## src/rtl/shift_reg_pkg.sv

```systemverilog
// Purpose: constants for the recirculating shift register
// Assumes: one 20 MHz clock domain
// Notes:   chain lengths of the two variants
package shift_reg_pkg;
   // =====================================================
   // chain lengths
   localparam int SHORT_LEN   = 32;
   localparam int LONG_LEN    = 40;
   localparam int DEFAULT_LEN = SHORT_LEN;
   // =====================================================
   // reset values
   localparam logic RESET_BIT = 1'b0;
   localparam logic SYNC_INIT = 1'b0;
   // idle levels of the shift clock and enable pins
   localparam logic CLK_SYNC_INIT = 1'h1;
   localparam logic OE_SYNC_INIT  = 1'h1;
endpackage

```

## src/rtl/bit_chain.sv

```systemverilog
// Purpose: serial storage chain, one place per enabled shift
// Assumes: shift qualified by caller
// Notes:   tail bit comes out of a register
`timescale 1ns/1ps
module bit_chain
#(
   parameter int LEN = shift_reg_pkg::DEFAULT_LEN
)
(
   input  wire logic clk,
   input  wire logic reset_n,
   input  wire logic shiftEn,
   input  wire logic headBit,
   output logic      tailBit
);
   import shift_reg_pkg::*;

   // =====================================================
   // elaboration check
   // head and tail need two distinct places
   if (LEN < 2)
   begin : g_shortChain
      $error("LEN must be at least two");
   end

   logic [LEN-1:0] chain_reg;
   logic [LEN-1:0] chain_next;

   // =====================================================
   // shift path
   // advance one place
   assign chain_next = {chain_reg[LEN-2:0], headBit};
   assign tailBit    = chain_reg[LEN-1];

   always_ff @(posedge clk)
   begin
      if (!reset_n)
         chain_reg <= {LEN{RESET_BIT}};
      else if (shiftEn)
         chain_reg <= chain_next;
   end
endmodule // bit_chain

```

## src/rtl/recirc_shift_reg.sv

```systemverilog
// Purpose: recirculating static shift register, 32 or 40 bits
// Assumes: pins arrive asynchronously; 20 MHz system clock
// Notes:   pin shift clock is sampled, a rising edge shifts
`timescale 1ns/1ps
module recirc_shift_reg
#(
   parameter int LEN = shift_reg_pkg::DEFAULT_LEN
)
(
   input  wire logic clk,
   input  wire logic reset_n,
   input  wire logic clkEn,
   input  wire logic shiftClk,
   input  wire logic dataIn,
   input  wire logic recirculate,
   input  wire logic outEnable_n,
   output logic      dataOut,
   output logic      dataOutEn
);
   import shift_reg_pkg::*;

   // =====================================================
   // elaboration check
   // the chain is only built in its two lengths
   if (LEN != SHORT_LEN && LEN != LONG_LEN)
   begin : g_badLen
      $error("LEN must be one of the two chain lengths");
   end

   // =====================================================
   // helpers
   // one synchroniser step, shared by all four pins
   function automatic logic [1:0] syncStep(input logic [1:0] stages,
                                           input logic       pin);
      return {stages[0], pin};
   endfunction

   // =====================================================
   // input synchronisers
   logic [1:0] clkSync_reg;
   logic [1:0] clkSync_next;
   logic [1:0] dataSync_reg;
   logic [1:0] dataSync_next;
   logic [1:0] recSync_reg;
   logic [1:0] recSync_next;
   logic [1:0] oeSync_reg;
   logic [1:0] oeSync_next;
   logic       clkPrev_reg;
   logic       dataOut_reg;
   logic       dataOutEn_reg;

   // only the second stage of each pair feeds logic
   assign clkSync_next  = syncStep(clkSync_reg, shiftClk);
   assign dataSync_next = syncStep(dataSync_reg, dataIn);
   assign recSync_next  = syncStep(recSync_reg, recirculate);
   assign oeSync_next   = syncStep(oeSync_reg, outEnable_n);

   always_ff @(posedge clk)
   begin
      if (!reset_n)
      begin
         // presets match idle pins, so no edge after reset
         clkSync_reg  <= {2{CLK_SYNC_INIT}};
         dataSync_reg <= {2{SYNC_INIT}};
         recSync_reg  <= {2{SYNC_INIT}};
         oeSync_reg   <= {2{OE_SYNC_INIT}};
         clkPrev_reg  <= CLK_SYNC_INIT;
      end
      else if (clkEn)
      begin
         clkSync_reg  <= clkSync_next;
         dataSync_reg <= dataSync_next;
         recSync_reg  <= recSync_next;
         oeSync_reg   <= oeSync_next;
         clkPrev_reg  <= clkSync_reg[1];
      end
   end

   // =====================================================
   // shift decode
   // pin must stay high and low one clock each
   // halted high gives no edge
   wire shiftEdge = clkEn && clkSync_reg[1] && !clkPrev_reg;
   wire tailBit;
   wire headBit   = recSync_reg[1] ? tailBit : dataSync_reg[1];

   bit_chain #(.LEN(LEN)) chainInst
   (
      .clk     (clk),
      .reset_n (reset_n),
      .shiftEn (shiftEdge),
      .headBit (headBit),
      .tailBit (tailBit)
   );

   // =====================================================
   // output stage; enable kept separate, pad resolves level
   always_ff @(posedge clk)
   begin
      if (!reset_n)
      begin
         dataOut_reg   <= RESET_BIT;
         dataOutEn_reg <= 1'b0;
      end
      else if (clkEn)
      begin
         dataOut_reg   <= tailBit;
         dataOutEn_reg <= !oeSync_reg[1];
      end
   end
   assign dataOut   = dataOut_reg;
   assign dataOutEn = dataOutEn_reg;

   // =====================================================
   // checks
   // enable follows pin
   property p_outen;
      @(posedge clk) disable iff (!reset_n)
      clkEn ##1 clkEn |-> dataOutEn == !$past(oeSync_reg[1]);
   endproperty
   a_outen: assert property (p_outen) else $error("enable mismatch");

   property p_pinToEn;
      @(posedge clk) disable iff (!reset_n)
      clkEn ##1 clkEn ##1 clkEn ##1 1'h1 |-> dataOutEn == !$past(outEnable_n, 3);
   endproperty
   a_pinToEn: assert property (p_pinToEn) else $error("enable latency wrong");

   property p_data;
      @(posedge clk) disable iff (!reset_n)
      clkEn ##1 clkEn |-> dataOut == $past(tailBit);
   endproperty
   a_data: assert property (p_data) else $error("data out mismatch");

   property p_resetOut;
      @(posedge clk)
      !reset_n |=> dataOut == RESET_BIT && !dataOutEn;
   endproperty
   a_resetOut: assert property (p_resetOut) else $error("outputs not cleared");

   property p_recirc;
      @(posedge clk) disable iff (!reset_n)
      shiftEdge && recSync_reg[1] |=> chainInst.chain_reg[0] == $past(tailBit);
   endproperty
   a_recirc: assert property (p_recirc) else $error("recirc wrong");

   property p_write;
      @(posedge clk) disable iff (!reset_n)
      shiftEdge && !recSync_reg[1] |=> chainInst.chain_reg[0] == $past(dataSync_reg[1]);
   endproperty
   a_write: assert property (p_write) else $error("write wrong");

   property p_hold;
      @(posedge clk) disable iff (!reset_n)
      !shiftEdge |=> $stable(tailBit);
   endproperty
   a_hold: assert property (p_hold) else $error("chain moved");

   property p_advance;
      @(posedge clk) disable iff (!reset_n)
      shiftEdge |=> tailBit == $past(chainInst.chain_reg[LEN-2]);
   endproperty
   a_advance: assert property (p_advance) else $error("chain did not advance");

   property p_oneShift;
      @(posedge clk) disable iff (!reset_n)
      shiftEdge |=> !shiftEdge;
   endproperty
   a_oneShift: assert property (p_oneShift) else $error("double shift");

   property p_riseShifts;
      @(posedge clk) disable iff (!reset_n)
      (clkEn && !shiftClk) ##1 (clkEn && shiftClk) ##1 clkEn ##1 clkEn |-> shiftEdge;
   endproperty
   a_riseShifts: assert property (p_riseShifts) else $error("rise not shifted");

   property p_freeze;
      @(posedge clk) disable iff (!reset_n)
      !clkEn |=> $stable(tailBit) && $stable(dataOut) && $stable(dataOutEn);
   endproperty
   a_freeze: assert property (p_freeze) else $error("state moved while frozen");

   property p_nohalt;
      @(posedge clk) disable iff (!reset_n)
      $past(clkEn) && clkSync_reg[1] && $past(clkSync_reg[1]) |-> !shiftEdge;
   endproperty
   a_nohalt: assert property (p_nohalt) else $error("shift while high");

   // =====================================================
   // main scenarios
   c_shift:  cover property (@(posedge clk) shiftEdge && recSync_reg[1]);
   c_write:  cover property (@(posedge clk) shiftEdge && !recSync_reg[1]);
   c_tri:    cover property (@(posedge clk) !dataOutEn ##1 dataOutEn);
   c_hiz:    cover property (@(posedge clk) dataOutEn ##1 !dataOutEn);
   c_freeze: cover property (@(posedge clk) !clkEn && !shiftClk);
endmodule // recirc_shift_reg

```

## config.mk

```make
export PLATFORM = sky130hd
export DESIGN_NAME = recirc_shift_reg
export DESIGN_NICKNAME = d
export VERILOG_FILES = /design/src/rtl/shift_reg_pkg.sv /design/src/rtl/bit_chain.sv /design/src/rtl/recirc_shift_reg.sv
export SDC_FILE = /design/constraint.sdc
export NUM_CORES = 1
export LEC_CHECK = 0
export ABC_CLOCK_PERIOD_IN_PS = 1500
export BUFFER_PORTS_ARGS = -buffer_cell sky130_fd_sc_hd__buf_2
export CORE_ASPECT_RATIO = 0.75
export CORE_MARGIN = 1.5
export CORE_UTILIZATION = 40
export CTS_CLUSTER_SIZE = 20
export DETAILED_ROUTE_END_ITERATION = 8
export GPL_ROUTABILITY_DRIVEN = 0
export PLACE_DENSITY = 0.55
export SLEW_MARGIN = 20
export SYNTH_ARGS = -nofsm -noshare
export SYNTH_HDL_FRONTEND = slang
export SYNTH_SLANG_ARGS = --single-unit
```

## constraint.sdc

```tcl
create_clock -name clk -period 1.5 [get_ports clk]
set_input_delay 0.075 -clock clk [delete_from_list [all_inputs] [get_ports clk]]
set_output_delay 0.075 -clock clk [all_outputs]
set_load 0.05 [all_outputs]
```

==> results of run 1 <==
[cells by family (layout without fill, tap and decap cells)]
kind of cell           after synthesis  count (layout)  synth area share
AND/OR/NAND/NOR                     75              75            0.2157
flip-flops                          43              43            0.5495
AO/OA/AOI/OAI                       33              33            0.1118
buffers and inverters               16              20           0.05271
multiplexers                        11              11           0.07029
[metrics by stage]
stage	cells	instance area, sq um
2_1_floorplan	178	1567
3_3_place_gp	225	1638
3_5_place_dp	225	1638
4_1_cts	234	1760
5_1_grt	234	1760
6_report	234	1760
[critical path: stages, from the launching register on]
cell     delay, ps
dfxtp_1        350
and3b_2        210
buf_12         240
nand2_1         80
o211a_1        120
[synthesized netlist by cell type, drive strengths merged]
cell type  number
dfxtp          43
nand2          38
nand3          31
o21ai          31
mux2i          11
buf            10
clkbuf          6
nor2b           5
o211a           2
and3b           1
[final timing paths]
check,slack [ps],end,start,depth (start not counted)
worst min register to register,450,chainInst.chain_reg[22]$_SDFFE_PN0P_,chainInst.chain_reg[22]$_SDFFE_PN0P_,2
worst max register to register,400,chainInst.chain_reg[0]$_SDFFE_PN0P_,clkSync_reg[1]$_SDFFE_PN1P_,4
worst max-delay path,400,chainInst.chain_reg[0]$_SDFFE_PN0P_,clkSync_reg[1]$_SDFFE_PN1P_,4
worst min-delay path,20,oeSync_reg[0]$_SDFFE_PN1P_,outEnable_n,3
[power groups by stage]
stage	sequential (W)	combinational, W	clock, W
5_1_grt	0.00116	0.0000968	0.000950
3_5_place_dp	0.00119	0.0000849	0
2_1_floorplan	0.00119	0.0000584	0
6_report	0.00116	0.0000865	0.000876
4_1_cts	0.00116	0.0000875	0.000917
3_3_place_gp	0.00119	0.0000819	0
[final cells by class]
cell class / count / share of cell area
multi-input combinational: 119 / 0.3547
timing repair buffer: 12 / 0.05544
tap: 52 / 0.03696
sequential: 43 / 0.4890
clock buffer: 5 / 0.03909
clock inverter: 3 / 0.02488
[repair_timing]
action                    CTS  global route
gates resized for setup     0             0
hold endpoints to repair    1             0
hold buffers                1             0
[layer usage]
metal / vias to the layer above / global-route usage / part of all wire
li1: 603 / - / -
met1: 492 / 0.1648 / 0.53
met2: 9 / 0.2174 / 0.43
met3: 2 / 0.04770 / 0.033
met4: 0 / 0.04592 / 0.0068
met5: - / 0 / 0
==> impl_metrics.json, run 1 <==
{
  "htreeDepth": 2,
  "cts_root_buf": "clkbuf_8",
  "setup-tns-final_ps": 0,
  "slew_headroom": 0.8147,
  "final_max_slew_viol_count": 0,
  "coreArea_sq_mm": 0.003709,
  "fin_nets": 188,
  "multi_input_area_sq_um": 624.3,
  "worst_pin_slew_ps": 278.0,
  "fin_worst_skew_ps": 7.999,
  "drt_iter0_drc": 57,
  "fin_crit_sh": 0.7320,
  "synthTopCellsByArea": "dfxtp_1 (55%), nand3_1 (9.9%), nand2_1 (9.1%), mux2i_1 (7.0%), o21ai_0 (5.8%)",
  "critPathLaunchType": "flip-flop",
  "syn_nets": 185,
  "final_common_cell": "dfxtp_1",
  "crit_arrival_ps": 1280,
  "pwr-share-clk": 0.413,
  "path_clk_slew_ps": 70,
  "grt_first_pass_wirelength_um": 4416,
  "max_freq_mhz": 910.8,
  "clkSinkCount": 43,
  "syn2layout_area_growth_pct": 12.38,
  "cts_buffers": 5,
  "synth_top_area_frac": 0.5495,
  "antenna_left": 0,
  "cellLeakagePower_nw": 0.6630,
  "fin_util": 0.4747,
  "worst_ep_required_time_ps": 1680,
  "ios": 9,
  "internal-power_w": 0.001682,
  "synth_largest_area_cell": "dfxtp_1",
  "p_total_w": 0.002122,
  "antennaDiodeCount": 0,
  "drt-total-wl_um": 2353,
  "antenna_found_initial": 0,
  "netSwitchingFraction": 0.2073,
  "path_class": "flip-flop to flip-flop",
  "min_period_ps": 1098,
  "pwr-share-comb": 0.041,
  "hpwl_um": 1322,
  "final-seq-area_sq_um": 860.8,
  "yosysSeqAreaShare": 0.5495,
  "wl_per_cell_um": 10.06,
  "ys_ff_latch": 43,
  "cp_max_fo": 64,
  "first_global_vias": 1030,
  "grt_max_degree": 75,
  "drive_gt1_frac": 0.1099,
  "hold_viol_final": 0,
  "port_buffers": 8,
  "clockBufferDepth": 2,
  "clk_latency_ps": 290,
  "irDropWorstVdd_v": 0.0007476,
  "outcome": "finished clean",
  "end_kind": "flip-flop",
  "die_h_um": 57.20,
  "cts_setup_buffers": 0,
  "hp-class": "primary input to flip-flop",
  "powerDensity_mw_per_mm2": 1205,
  "rsz0062_at_grt": "false",
  "cts_tree": "built",
  "grt_use_total": 0.1339,
  "final.fill_count": 365,
  "holdWs_ps": 15.59,
  "seqPwrFrac": 0.546,
  "ys_types": 14,
  "layout_common_cells": "dfxtp_1 (43), nand2_1 (38), nand3_1 (31)",
  "die_area_sq_mm": 0.004305,
  "syn_area_sq_mm": 0.001567,
  "viasPerCell": 4.726,
  "rows": 19,
  "synth_area_per_cell_sq_um": 8.801,
  "p_sw_w": 0.0004397,
  "die_x_um": 75.26,
  "largest_register_ffs": 32,
  "firstDrtPassIters": 4,
  "drcViolationCount": 0,
  "pre_cts_ws_ps": 404.7,
  "setup_violations": 0,
  "start_util": 0.4224,
  "overflow": 0,
  "maxCapViolCount": 0,
  "num_vias": 1106,
  "yosysWarnings": 0,
  "synth_cells": 178,
  "timing.final.ws_setup_ps": 402.1
}
Note: power is estimated with default switching activity, not from simulation.
==> run 2: changes to the inputs <==
Settings changed: ABC_CLOCK_PERIOD_IN_PS 1500 to 1100.
Clock period 1.5 ns to 1.1 ns, I/O delays scaled along.
==> run 2 against run 1 <==
Against the previous run: die area is the same; critical path depth is the same; register-to-register slack lost 350 ps; design area grew 1.8%; clock-buffer cell count grew 1; wire length grew 3.7%; via count shrank 1.4%; critical path type unchanged; highest routed layer unchanged.
==> impl_metrics.json, run 2 (synthesized netlist as in run 1, its figures left out) <==
{
  "maxCapViolCount": 0,
  "largest_register_ffs": 32,
  "drcViolationCount": 0,
  "grt_max_degree": 55,
  "antenna_left": 0,
  "overflow": 0,
  "fin_nets": 192,
  "final_max_slew_viol_count": 0,
  "rsz0062_at_grt": "true",
  "max_freq_mhz": 957.6,
  "r2r_end": "chainInst.chain_reg[14]$_SDFFE_PN0P_",
  "worst_ep_required_time_ps": 1310,
  "powerDensity_mw_per_mm2": 1593,
  "port_buffers": 8,
  "cts_tree": "built",
  "coreArea_sq_mm": 0.003709,
  "drt_iter0_drc": 104,
  "timing.rr.start": "clkPrev_reg$_SDFFE_PN1P_",
  "timing.final.ws_setup_ps": 55.69,
  "wl_per_cell_um": 10.29,
  "die_area_sq_mm": 0.004305,
  "outcome": "finished clean",
  "layout_common_cells": "dfxtp_1 (43), nand2_1 (38), nand3_1 (30)",
  "hold_start": "recirculate",
  "num_vias": 1090,
  "end_kind": "flip-flop",
  "min_to": "recSync_reg[0]$_SDFFE_PN0P_",
  "antennaDiodeCount": 0,
  "p_total_w": 0.002855,
  "clkSinkCount": 43,
  "rr_worst_depth": 4,
  "antenna_found_initial": 0,
  "min_period_ps": 1044,
  "hp-class": "primary input to flip-flop",
  "irDropWorstVdd_v": 0.0008495,
  "drive_gt1_frac": 0.1189,
  "holdPathStages": 3,
  "rows": 19,
  "cts_root_buf": "clkbuf_8",
  "path_clk_slew_ps": 70,
  "die_h_um": 57.20,
  "ios": 9,
  "cts_buffers": 5,
  "die_x_um": 75.26,
  "viasPerCell": 4.599,
  "cellLeakagePower_nw": 0.6777,
  "cp_max_fo": 42,
  "htreeDepth": 2,
  "fin_crit_sh": 0.9494,
  "fin_worst_skew_ps": 7.172,
  "hold_viol_final": 0,
  "grt_first_pass_wirelength_um": 4395,
  "regToRegSetupSlack_ps": 60,
  "syn2layout_area_growth_pct": 14.38,
  "path_class": "flip-flop to flip-flop",
  "worst_pin_slew_ps": 251.5,
  "crit_arrival_ps": 1250,
  "final.fill_count": 375,
  "clk_latency_ps": 290,
  "clockBufferDepth": 2,
  "drt-total-wl_um": 2439,
  "setup_violations": 0,
  "pre_cts_ws_ps": 78.04,
  "final_common_cell": "dfxtp_1",
  "first_global_vias": 982,
  "start_util": 0.4224,
  "critPathLaunchType": "flip-flop",
  "slew_headroom": 0.8335,
  "grt_use_total": 0.1375,
  "fin_util": 0.4831,
  "hpwl_um": 1536,
  "firstDrtPassIters": 4
}
## run 2: cell types whose count changed in the layout (fill, tap and decap cells not counted), sizes merged
cell         delta
dlygate4sd3     +1
clkinv          -2
buf             +3
clkbuf          +1
## run 2: stage by stage
stage | setup TNS, ps | hold slack (ps) | instances | area (sq um)
after floorplan | 0 | 183.0 | 178 | 1567
after global placement | 0 | 270.2 | 228 | 1660
after detailed placement | 0 | 280.3 | 228 | 1660
after CTS | 0 | 23.75 | 237 | 1783
after global routing | -252.1 | 55.72 | 237 | 1792
final | 0 | 36.50 | 237 | 1792
## run 2: what timing repair did
item | in CTS | in global routing
resized for setup | 0 | 4
setup buffers | 0 | 0
setup endpoints to repair | 0 | 7
endpoints found under the hold margin | 2 | 0
hold buffers | 2 | 0
## run 2: report_power, final
| part | switching, W | leakage, nW | total [W] | internal [W] |
|---|---|---|---|---|
| Sequential | 0.00000947 | 0.348 | 0.00158 | 0.00157 |
| Combinational | 0.0000748 | 0.279 | 0.000126 | 0.0000513 |
| Clock | 0.000482 | 0.0513 | 0.00115 | 0.000665 |
| Total | 0.000566 | 0.678 | 0.00286 | 0.00229 |
## run 2: routing by layer
layer  track usage  routed length, um
met5             0                  0
met4       0.07653                 62
met3       0.04770                 89
met2        0.1896               1010
met1        0.1869               1275
## run 2: how the worst max path moves through the flow
stage	from	end	slack (ps)	cells after the start
3_5_place_dp	clkPrev_reg$_SDFFE_PN1P_	chainInst.chain_reg[14]$_SDFFE_PN0P_	80	4
3_3_place_gp	clkPrev_reg$_SDFFE_PN1P_	chainInst.chain_reg[27]$_SDFFE_PN0P_	110	4
5_1_grt	clkPrev_reg$_SDFFE_PN1P_	chainInst.chain_reg[12]$_SDFFE_PN0P_	-40	4
6_report	clkPrev_reg$_SDFFE_PN1P_	chainInst.chain_reg[14]$_SDFFE_PN0P_	60	4
4_1_cts	clkPrev_reg$_SDFFE_PN1P_	chainInst.chain_reg[14]$_SDFFE_PN0P_	60	4
2_1_floorplan	clkPrev_reg$_SDFFE_PN1P_	chainInst.chain_reg[7]$_SDFFE_PN0P_	80	5
## run 2: worst max-delay path, cell delays in order, from the launching register on
cell and delay (ps):
dfxtp_1 310, and3b_2 280, buf_12 200, nand3_1 100
o21ai_0 80
## run 2: area by class of cell
class,instances,area (sq um),share of cell area
Clock inverter,1,30.03,0.01676
Clock buffer,6,72.57,0.04050
Sequential cell,43,860.8,0.4804
Tap cell,52,65.06,0.03631
Timing Repair Buffer,16,133.9,0.07472
Multi-Input combinational cell,119,629.4,0.3513
